[src/dep_select_defs.vh]
/*
 Register offsets, field positions and reset values for the output
 dependency selection block. Assumes inclusion by bare name.
*/
`ifndef DEP_SELECT_DEFS_VH
`define DEP_SELECT_DEFS_VH

`define OUT6_DET_SEL_ADDR 8'h19
`define OUT6_LOGIC_SEL_ADDR 8'h1a
`define OUT7_DET_SEL_ADDR 8'h1c
`define OUT7_LOGIC_SEL_ADDR 8'h1d
`define OUT8_DET_SEL_ADDR 8'h1f
`define OUT8_LOGIC_SEL_ADDR 8'h20

`define OUT6_DET_NV_ADDR 8'h99
`define OUT6_LOGIC_NV_ADDR 8'h9a
`define OUT7_DET_NV_ADDR 8'h9c
`define OUT7_LOGIC_NV_ADDR 8'h9d
`define OUT8_DET_NV_ADDR 8'h9f
`define OUT8_LOGIC_NV_ADDR 8'ha0

`define LOGIC_WDOG_BIT 0
`define LOGIC_GPI_LSB 1
`define LOGIC_GPI_MSB 4
`define LOGIC_MR_BIT 5
`define LOGIC_USED_MASK 8'h3f

`define DET_SEL_RESET 8'h00
`define LOGIC_SEL_RESET 8'h00

`endif

[src/dep_source_mux.v]
/*
 Combines the fault sources of one sequenced output under its two
 dependency selection registers. Assumes all inputs are synchronous;
 detectors and watchdog are high in fault, logic inputs and manual reset low.
*/
`timescale 1ns/100ps
`include "dep_select_defs.vh"

module dep_source_mux (
  input wire [7:0] det_sel,
  input wire [7:0] logic_sel,
  input wire [7:0] undervoltage,
  input wire watchdog_timeout,
  input wire [3:0] general_logic_input_n,
  input wire manual_reset_n,
  output wire assert_req
);
  wire [7:0] det_hits;
  wire wdog_hit;
  wire [3:0] gpi_hits;
  wire mr_hit;

  // Detector i follows bit i
  assign det_hits = det_sel & undervoltage; // [RULE1] [RULE5]
  assign wdog_hit = logic_sel[`LOGIC_WDOG_BIT] & watchdog_timeout; // [RULE2]
  // Logic inputs active low
  assign gpi_hits = logic_sel[`LOGIC_GPI_MSB:`LOGIC_GPI_LSB] &
                    ~general_logic_input_n; // [RULE3] [RULE5]
  assign mr_hit = logic_sel[`LOGIC_MR_BIT] & ~manual_reset_n; // [RULE4]
  assign assert_req = (|det_hits) | wdog_hit | (|gpi_hits) | mr_hit; // [RULE9]
endmodule

[src/output_dependency_select.v]
/*
 Dependency selection registers and assertion requests for the sixth,
 seventh and eighth sequenced outputs. Assumes a byte-wide register
 port from the two-wire configuration engine, which also handles the
 nonvolatile copies by issuing loads at their addresses.
 Copy addresses reach the same flops as the working addresses. Detector
 and watchdog inputs are high in fault; the logic inputs and the manual
 reset are active low. All inputs are synchronous to the clock.
*/
// Contract
// RULE1 - First register bits 0 to 7 select detectors 1 to 8.
// RULE2 - Second register bit 0 selects the watchdog timeout.
// RULE3 - Second register bits 1 to 4 select logic inputs 1 to 4.
// RULE4 - Second register bit 5 asserts the output while manual reset is low.
// RULE5 - A cleared bit makes the output ignore that source entirely.
// RULE6 - Output six uses registers 19h and 1Ah, copies at 99h and 9Ah.
// RULE7 - Output seven uses registers 1Ch and 1Dh, copies at 9Ch and 9Dh.
// RULE8 - Output eight uses registers 1Fh and 20h, copies at 9Fh and A0h.
// RULE9 - The request is the OR of every enabled source in its fault state.
// RULE10 - Second register bits 7 and 6 ignore writes and read as zero.
`timescale 1ns/100ps
`include "dep_select_defs.vh"

module output_dependency_select (
  input wire clock,
  input wire rst,
  input wire clk_en,
  input wire [7:0] reg_addr,
  input wire reg_wr,
  input wire [7:0] reg_wdata,
  input wire reg_rd,
  output reg [7:0] reg_rdata,
  output reg reg_hit,
  input wire [7:0] undervoltage,
  input wire watchdog_timeout,
  input wire [3:0] general_logic_input_n,
  input wire manual_reset_n,
  output reg sequenced_output_six,
  output reg sequenced_output_seven,
  output reg sequenced_output_eight
);
  reg [7:0] det6_q;
  reg [7:0] det7_q;
  reg [7:0] det8_q;
  reg [7:0] log6_q;
  reg [7:0] log7_q;
  reg [7:0] log8_q;
  reg [7:0] det6_d;
  reg [7:0] det7_d;
  reg [7:0] det8_d;
  reg [7:0] log6_d;
  reg [7:0] log7_d;
  reg [7:0] log8_d;
  reg [7:0] rdata_d;
  reg hit_d;
  reg [2:0] out_d;
  wire req6;
  wire req7;
  wire req8;

  // Map a nonvolatile copy address onto its working register address
  function [7:0] work_addr;
    input [7:0] a;
    begin
      case (a)
        `OUT6_DET_NV_ADDR: work_addr = `OUT6_DET_SEL_ADDR;
        `OUT6_LOGIC_NV_ADDR: work_addr = `OUT6_LOGIC_SEL_ADDR;
        `OUT7_DET_NV_ADDR: work_addr = `OUT7_DET_SEL_ADDR;
        `OUT7_LOGIC_NV_ADDR: work_addr = `OUT7_LOGIC_SEL_ADDR;
        `OUT8_DET_NV_ADDR: work_addr = `OUT8_DET_SEL_ADDR;
        `OUT8_LOGIC_NV_ADDR: work_addr = `OUT8_LOGIC_SEL_ADDR;
        default: work_addr = a;
      endcase
    end
  endfunction

  // One-hot codes of the six working registers
  localparam SEL_DET6 = 6'h01;
  localparam SEL_LOG6 = 6'h02;
  localparam SEL_DET7 = 6'h04;
  localparam SEL_LOG7 = 6'h08;
  localparam SEL_DET8 = 6'h10;
  localparam SEL_LOG8 = 6'h20;

  // One-hot pick of the working register an access lands on
  function [5:0] reg_select;
    input [7:0] a;
    begin
      case (a)
        `OUT6_DET_SEL_ADDR: reg_select = SEL_DET6;
        `OUT6_LOGIC_SEL_ADDR: reg_select = SEL_LOG6;
        `OUT7_DET_SEL_ADDR: reg_select = SEL_DET7;
        `OUT7_LOGIC_SEL_ADDR: reg_select = SEL_LOG7;
        `OUT8_DET_SEL_ADDR: reg_select = SEL_DET8;
        `OUT8_LOGIC_SEL_ADDR: reg_select = SEL_LOG8;
        default: reg_select = 6'h00;
      endcase
    end
  endfunction

  wire [7:0] waddr = work_addr(reg_addr);
  wire [7:0] wlog = reg_wdata & `LOGIC_USED_MASK; // [RULE10]
  wire [5:0] acc_sel = reg_select(waddr);
  wire wr_go = clk_en & reg_wr;

  // Next selection values; unmapped writes change nothing
  always @* begin
    det6_d = det6_q;
    log6_d = log6_q;
    det7_d = det7_q;
    log7_d = log7_q;
    det8_d = det8_q;
    log8_d = log8_q;
    if (wr_go) begin
      case (acc_sel)
        SEL_DET6: det6_d = reg_wdata; // [RULE6]
        SEL_LOG6: log6_d = wlog; // [RULE6]
        SEL_DET7: det7_d = reg_wdata; // [RULE7]
        SEL_LOG7: log7_d = wlog; // [RULE7]
        SEL_DET8: det8_d = reg_wdata; // [RULE8]
        SEL_LOG8: log8_d = wlog; // [RULE8]
        default: ;
      endcase
    end
  end

  always @(posedge clock) begin
    if (rst) begin
      det6_q <= `DET_SEL_RESET;
      det7_q <= `DET_SEL_RESET;
      det8_q <= `DET_SEL_RESET;
      log6_q <= `LOGIC_SEL_RESET;
      log7_q <= `LOGIC_SEL_RESET;
      log8_q <= `LOGIC_SEL_RESET;
    end else begin
      det6_q <= det6_d;
      det7_q <= det7_d;
      det8_q <= det8_d;
      log6_q <= log6_d;
      log7_q <= log7_d;
      log8_q <= log8_d;
    end
  end

  // Read next values; unmapped addresses read zero with no hit
  always @* begin
    rdata_d = reg_rdata;
    hit_d = 1'b0;
    if (reg_rd) begin
      hit_d = |acc_sel;
      case (acc_sel)
        SEL_DET6: rdata_d = det6_q;
        SEL_LOG6: rdata_d = log6_q; // [RULE10]
        SEL_DET7: rdata_d = det7_q;
        SEL_LOG7: rdata_d = log7_q; // [RULE10]
        SEL_DET8: rdata_d = det8_q;
        SEL_LOG8: rdata_d = log8_q; // [RULE10]
        default: rdata_d = 8'h00;
      endcase
    end
  end

  // Registered read data holds until the next read
  always @(posedge clock) begin
    if (rst) begin
      reg_rdata <= 8'h00;
      reg_hit <= 1'b0;
    end else if (clk_en) begin
      reg_rdata <= rdata_d;
      reg_hit <= hit_d;
    end
  end

  dep_source_mux mux6 (
    .det_sel(det6_q),
    .logic_sel(log6_q),
    .undervoltage(undervoltage),
    .watchdog_timeout(watchdog_timeout),
    .general_logic_input_n(general_logic_input_n),
    .manual_reset_n(manual_reset_n),
    .assert_req(req6)
  );

  dep_source_mux mux7 (
    .det_sel(det7_q),
    .logic_sel(log7_q),
    .undervoltage(undervoltage),
    .watchdog_timeout(watchdog_timeout),
    .general_logic_input_n(general_logic_input_n),
    .manual_reset_n(manual_reset_n),
    .assert_req(req7)
  );

  dep_source_mux mux8 (
    .det_sel(det8_q),
    .logic_sel(log8_q),
    .undervoltage(undervoltage),
    .watchdog_timeout(watchdog_timeout),
    .general_logic_input_n(general_logic_input_n),
    .manual_reset_n(manual_reset_n),
    .assert_req(req8)
  );

  // Next assertion requests, held while the clock enable is low
  always @* begin
    out_d = {sequenced_output_eight, sequenced_output_seven,
      sequenced_output_six};
    if (clk_en) begin
      out_d = {req8, req7, req6}; // [RULE9]
    end
  end

  // Registered assertion requests
  always @(posedge clock) begin
    if (rst) begin
      sequenced_output_six <= 1'b0;
      sequenced_output_seven <= 1'b0;
      sequenced_output_eight <= 1'b0;
    end else begin
      sequenced_output_six <= out_d[0];
      sequenced_output_seven <= out_d[1];
      sequenced_output_eight <= out_d[2];
    end
  end
endmodule

[config.mk]
export PLATFORM = sky130hd
export DESIGN_NAME = output_dependency_select
export DESIGN_NICKNAME = d
export VERILOG_FILES = /design/src/dep_source_mux.v /design/src/output_dependency_select.v
export VERILOG_INCLUDE_DIRS = /design/src /design/src/src
export SDC_FILE = /design/constraint.sdc
export NUM_CORES = 1
export LEC_CHECK = 0
export ABC_AREA = 1
export BUFFER_PORTS_ARGS = -buffer_cell sky130_fd_sc_hd__buf_2
export CELL_PAD_IN_SITES_DETAIL_PLACEMENT = 1
export CELL_PAD_IN_SITES_GLOBAL_PLACEMENT = 1
export CORE_MARGIN = 2
export CORE_UTILIZATION = 36
export CTS_CLUSTER_SIZE = 40
export DETAILED_ROUTE_END_ITERATION = 8
export GPL_TIMING_DRIVEN = 0
export PLACE_DENSITY_LB_ADDON = 0.1
export SLEW_MARGIN = 20
export SYNTH_ARGS = -nofsm -noshare
export SYNTH_HDL_FRONTEND = slang
export SYNTH_SLANG_ARGS = --single-unit
[constraint.sdc]
create_clock -name clock -period 1.8 [get_ports clock]
set_input_delay 0.36 -clock clock [delete_from_list [all_inputs] [get_ports clock]]
set_output_delay 0.36 -clock clock [all_outputs]
set_load 0.01 [all_outputs]
==> reports/metrics.csv, run 1 <==
stage,metric,value,unit
run_status,outcome,"finished, final reports clean",
detailed_routing,DRT antenna net count,0,
sta,Period minus WS final,1.660,ns
grt,first-pass GRT wire length,15790,um
floorplan,full die area,8463,um2
grt,antenna violations before repair,0,
floorplan,Core Rows,32,
floorplan,CORE AREA,7607,um2
worst_setup_path,Worst setup SP type,input pin,
place,DP Area,3141,um2
grt,largest net degree at the start of global routing,17,
min_path,HP Class,input pin to flip-flop,
grt,vias in the first global route,2871,
yosys,"Primary FF master, synth",dfxtp_1,
yosys,"area leader, netlist",dfxtp_1,
power,pwr/cell area,668.3,nW/um2
yosys,sequential element share of the synthesized area,38.78,%
floorplan,die width,92.00,um
layout,share of cells above drive strength 1,20.31,%
layout,layout net count,482,
place,Detailed Place HPWL,7601,um
worst_setup_path,cell mode on critical path,nand2_2,
sta,# setup viols final,0,
sta,final-report hold violation count,0,
worst_setup_path,Worst EP required,2.04,ns
sta,post-route clock skew,0.009192,ns
detailed_routing,drt wl/cell,18.05,um
worst_setup_path,Critical-path top delay cell,nor3_4,
cts,clk buf depth,2,
power,Leakage,1.313,nW
grt,total grt overflow,0,
yosys,Synth Warn #,0,
worst_setup_path,CP endpoint kind,flip-flop,
yosys,number of synthesized register bits,54,
place,Final GP Congestion,0.8335,
job,count of maximum capacitance violations,0,
layout,Antenna Cells,0,
cts,Num CTS Buffers,5,
layout,Final Cell Area,3289,um2
yosys,largest cells by area after synthesis,"dfxtp_1 (39%), nand2_1 (10%), a21oi_1 (9.7%), o21ai_0 (7.4%), inv_1 (5.5%)",
worst_setup_path,"CP delay by family, top",simple AND/OR/NAND/NOR gates,
floorplan,die height,92.00,um
cts,clk sinks,54,
detailed_routing,Routed WL,9928,um
floorplan,initial core utilization,36.64,%
yosys,"Distinct cells, synth",36,
yosys,number of synthesized flops with an enable pin,0,
place,Post-Place Cells,536,
worst_setup_path,Worst EP arrival,1.90,ns
detailed_routing,vias,2882,
sta,max_slew headroom,49.92,%
worst_setup_path,"critical path, cell by cell",buf_2 > inv_2 > nand2_2 > nor3_4 > nand2_2 > nand4_4 > nand2_4 > inv_8 > buf_6 > nand3_1 > nand2_1 > nor2_1 > a21oi_1,
detailed_routing,Iter 0 DRT Violations,123,
yosys,syn_area_per_cell,7.166,um2
sta,RSZ-0062 raised after global routing,no,
yosys,post-synth top area share,38.78,%
layout,Syn-to-layout area delta,18.00,%
yosys,Post-synth top cells,"nand2_1 (77), a21oi_1 (54), dfxtp_1 (54)",
detailed_routing,via/cell ratio,5.240,
layout,final core occ,43.24,%
sta,period utilization,92.25,%
cts,"Clk Latency, worst-skew pair",0.31,ns
yosys,top-count cell post-synth,nand2_1,
grt,Overall Global Routing Usage,24.42,%
sta,Slew @ Worst Pin,0.7323,ns
power,Peak VDD IR,416.6,uV
yosys,share of flip-flops with an asynchronous set or reset,0,%
sta,setup tns final,0,ns
cts,H-tree depth,2,
yosys,Syn Std Cell Area,2788,um2
detailed_routing,DRC viols,0,
worst_setup_path,WS Path Type,input pin to flip-flop,
cts,Worst-path clk slew,0.10,ns
place,port bufs,45,
worst_setup_path,WP buf/inv,4,
yosys,Cells after Synth,389,
sta,Max Transition Viols Final,0,
worst_setup_path,CP max stage delay,0.23,ns
yosys,"Net Count, Synth",424,
cts,CTS Root Cell,clkbuf_8,
cts,CTS tree,done,
layout,fin cells,550,
floorplan,io pins,47,
cts,CTS Hold Bufs,0,
sta,fmax,602.2,MHz
worst_setup_path,CP max FO,10,
detailed_routing,Pre-Repair DR Iteration Count,4,
[final cells by class]
class | instances | area (um2)
fill | 1001 | 4318
multi-input combinational | 273 | 1448
sequential | 54 | 1081
timing repair buffer | 51 | 270.3
inverter | 50 | 196.4
tap | 102 | 127.6
clock buffer | 6 | 82.58
buffer | 12 | 71.32
clock inverter | 2 | 12.51
[worst paths after layout]
check                                  from                                  end  slack, ns  cells after the start
setup / recovery                reg_addr[1]            reg_rdata[5]$_SDFFE_PP0P_       0.14                     13
hold / removal                 reg_wdata[6]               det7_q[6]$_SDFFE_PP0P_       0.33                      3
setup reg to reg     log7_q[4]$_SDFFE_PP0P_  sequenced_output_seven$_SDFFE_PP0P_       0.35                      4
hold reg to reg   reg_rdata[6]$_SDFFE_PP0P_            reg_rdata[6]$_SDFFE_PP0P_       0.47                      2
[timing repair]
item,4_1_cts,5_1_grt
pin swaps,1,1
endpoints found under the setup margin,3,15
resized for setup,0,3
setup buffers,1,5
[power breakdown]
| group | internal [mW] | switching (mW) | total [mW] | leakage, nW |
|---|---|---|---|---|
| Clock | 0.311 | 0.420 | 0.731 | 0.0472 |
| Sequential | 1.21 | 0.00594 | 1.21 | 0.436 |
| Combinational | 0.0789 | 0.176 | 0.255 | 0.829 |
| Total | 1.60 | 0.602 | 2.20 | 1.31 |
[layout by cell type (no fill, tap or decap), types with 2 or more instances in the layout]
cell type  instances
a41oi_1            2
inv_2              6
clkinv_2           2
o22ai_1            2
o221ai_1           2
buf_2             48
clkbuf_1           5
nand4_1           20
dfxtp_1           54
nor2_2             3
o21ai_1            4
o21ai_0           41
clkbuf_8           6
a21oi_1           54
nor2_4             2
a221oi_1           3
nor2_1            22
nand3_4            4
nand2_1           76
nand2_4            2
inv_1             41
a22o_1             4
buf_4              6
a2111oi_0          3
nand3_1           18
nand2_2            4
buf_6              3
[state kept, by name (all words and copies together), names as in the netlist]
name                    cells
sequenced_output_six        1
sequenced_output_seven      1
det8_q                      8
reg_rdata                   8
det6_q                      8
reg_hit                     1
log7_q                      6
sequenced_output_eight      1
det7_q                      8
log6_q                      6
log8_q                      6
[per-layer routing]
metal | global-route usage (%) | wire (um)
met3 | 3.369 | 431
met5 | 0 | 0
met4 | 4.726 | 85
met1 | 34.46 | 4746
met2 | 40.13 | 4665
[worst reg2reg max path, stage by stage, from the launching register on]
cell,delay [ns]
dfxtp_1,0.36
inv_1,0.06
o21ai_0,0.06
a2111oi_0,0.67
a21oi_1,0.15
[logic make-up (layout without fill, tap and decap cells)]
| family | after synthesis | count (layout) | synth area share, % |
|---|---|---|---|
| AND/OR/NAND/NOR | 155 | 155 | 28.32 |
| AO/OA/AOI/OAI | 118 | 118 | 23.43 |
| flip-flops | 54 | 54 | 38.78 |
| buffers and inverters | 62 | 121 | 9.470 |
[stage by stage]
stage,hold slack (ns),setup WS (ns),total power [mW]
global route,0.3442,0.01411,2.292
detailed placement,0.4553,-0.3575,1.485
CTS,0.3282,0.06792,2.206
floorplan,0.4355,0.1189,1.355
finish,0.3320,0.1395,2.198
global placement,0.4524,-0.2999,1.480
Power figures use the tool's default switching activity.
==> run 2: changes to the inputs <==
--- a/config.mk
+++ b/config.mk
@@ -14,7 +14,6 @@
 export CORE_UTILIZATION = 36
 export CTS_CLUSTER_SIZE = 40
 export DETAILED_ROUTE_END_ITERATION = 8
-export GPL_TIMING_DRIVEN = 0
 export PLACE_DENSITY_LB_ADDON = 0.1
 export SLEW_MARGIN = 20
 export SYNTH_ARGS = -nofsm -noshare
==> run 2 against run 1 <==
  * Final cell count up 0.55%
  * Combinational power about the same
  * Sequential cell count unchanged
  * Routed wire length down 2.8%
  * Critical endpoint is now det7_q[1]$_SDFFE_PP0P_
  * Via count up 0.73%
  * Design area up 1.5%
  * Utilization up 0.64 points
==> reports/metrics.csv, run 2 (synthesis results as in run 1) <==
stage,metric,value,unit,change
layout,most frequent cells in the layout,"nand2_1 (77), a21oi_1 (54), dfxtp_1 (54)",,
floorplan,initial core utilization,36.64,%,unchanged
sta,post-route setup slack,0.2809,ns,+0.1414 ns
grt,Overall Global Routing Usage,23.62,%,-0.81 points
place,Final GP Congestion,0.8966,,+7.6%
power,Leakage,1.351,nW,+2.9%
floorplan,CORE AREA,7607,um2,unchanged
place,dpl ws,-0.05557,ns,+0.3019 ns
worst_setup_path,Worst setup SP type,input pin,,
sta,# setup viols final,0,,unchanged
grt,largest net degree at the start of global routing,37,,+20
detailed_routing,Pre-Repair DR Iteration Count,4,,unchanged
detailed_routing,Routed WL,9650,um,-2.8%
cts,Num CTS Buffers,5,,unchanged
cts,H-tree depth,2,,unchanged
layout,Syn-to-layout area delta,19.75,%,
place,Detailed Place HPWL,7566,um,-0.45%
sta,RSZ-0062 raised after global routing,no,,
sta,max_slew headroom,61.97,%,+12 points
sta,Period minus WS final,1.519,ns,-0.1414 ns
sta,fmax,658.3,MHz,+9.3%
grt,total grt overflow,0,,unchanged
min_path,HP Class,input pin to flip-flop,,
cts,"Clk Latency, worst-skew pair",0.31,ns,about the same
worst_setup_path,CP max FO,14,,+4
layout,Antenna Cells,0,,unchanged
floorplan,die height,92.00,um,unchanged
layout,share of cells above drive strength 1,21.51,%,+1.2 points
worst_setup_path,WS Path Type,input pin to flip-flop,,
sta,Fin Hold WS,0.3174,ns,-0.01463 ns
detailed_routing,drt wl/cell,17.45,um,-3.3%
detailed_routing,via/cell ratio,5.250,,+0.18%
cts,CTS Hold Bufs,0,,unchanged
cts,clk buf depth,2,,unchanged
cts,clk sinks,54,,unchanged
detailed_routing,Iter 0 DRT Violations,167,,+36%
power,Peak VDD IR,308.9,uV,-26%
worst_setup_path,Worst EP arrival,1.76,ns,-0.14 ns
floorplan,die width,92.00,um,unchanged
power,pwr/cell area,689.0,nW/um2,+3.1%
detailed_routing,vias,2903,,+0.73%
detailed_routing,DRT antenna net count,0,,unchanged
floorplan,io pins,47,,unchanged
cts,Post-CTS Setup Bufs,0,,-1
cts,CTS Root Cell,clkbuf_8,,
layout,layout net count,485,,+0.62%
worst_setup_path,CP endpoint kind,flip-flop,,
sta,Slew @ Worst Pin,0.5561,ns,-0.1762 ns
sta,final-report hold violation count,0,,unchanged
floorplan,full die area,8463,um2,unchanged
place,port bufs,46,,+2.2%
worst_setup_path,Worst EP required,2.05,ns,about the same
sta,setup tns final,0,ns,unchanged
sta,period utilization,84.39,%,-7.9 points
detailed_routing,DRC viols,0,,unchanged
cts,CTS tree,done,,
grt,antenna violations before repair,0,,unchanged
floorplan,Core Rows,32,,unchanged
sta,post-route clock skew,0.005736,ns,-0.003455 ns
run_status,outcome,"finished, final reports clean",,
grt,vias in the first global route,2859,,-0.42%
sta,Max Transition Viols Final,0,,unchanged
grt,first-pass GRT wire length,15400,um,-2.5%
power,PnR Total Power,2.300,mW,+4.6%
cts,CTS resizes,0,,unchanged
layout,"most common cell after layout, fill and taps aside",nand2_1,,
job,count of maximum capacitance violations,0,,unchanged
cts,Worst-path clk slew,0.10,ns,about the same
-- run 2: report_power, final --
| part | internal [mW] | switching, mW | leakage [nW] | total [mW] |
|---|---|---|---|---|
| registers | 1.21 | 0.00659 | 0.436 | 1.21 |
| logic | 0.0871 | 0.171 | 0.863 | 0.258 |
| clock network | 0.416 | 0.414 | 0.0514 | 0.830 |
| total | 1.71 | 0.591 | 1.35 | 2.30 |
-- run 2: layout make-up --
class                   instances  area (um2)
fillers                       998        4269
multi-input cells             273        1443
flip-flops and latches         54        1081
repair buffers                 66       380.4
inverters                      50       196.4
well taps                     102       127.6
clock buffers                   6       72.57
clock inverters                 2       37.54
-- run 2: critical path, stage by stage --
cell and delay (ns):
buf_2 0.11, inv_1 0.06, nand2_1 0.06, nor3_1 0.20, nand2_2 0.10, nand4_4 0.13
nand2_4 0.09, inv_8 0.12, nand3_4 0.15, clkinv_2 0.17, nand2_1 0.07, a21oi_1 0.12
-- run 2: path summary, 6_finish.rpt --
check / startpoint / to / slack (ns) / cells after the start
hold reg to reg: reg_hit$_SDFFE_PP0P_ / reg_hit$_SDFFE_PP0P_ / 0.47 / 2
hold / removal: reg_wdata[6] / det7_q[6]$_SDFFE_PP0P_ / 0.32 / 3
setup / recovery: reg_addr[6] / det7_q[1]$_SDFFE_PP0P_ / 0.28 / 12
setup reg to reg: det6_q[1]$_SDFFE_PP0P_ / sequenced_output_six$_SDFFE_PP0P_ / 0.45 / 3
-- run 2: metrics by stage --
step	cell area, um2	utilization [%]	instances
after floorplan	2788	-	389
after global placement	3228	42.43	545
after detailed placement	3228	42.43	545
after CTS	3338	43.88	553
after global routing	3338	43.88	553
final	3338	43.88	553
-- run 2: per-layer routing --
| layer | vias up | routed length [um] | global-route usage [%] |
|---|---|---|---|
| met3 | 8 | 404 | 3.533 |
| met2 | 55 | 4508 | 37.75 |
| li1 | 1453 | - | - |
| met5 | - | 0 | 0 |
| met4 | 0 | 140 | 5.846 |
| met1 | 1387 | 4596 | 33.50 |
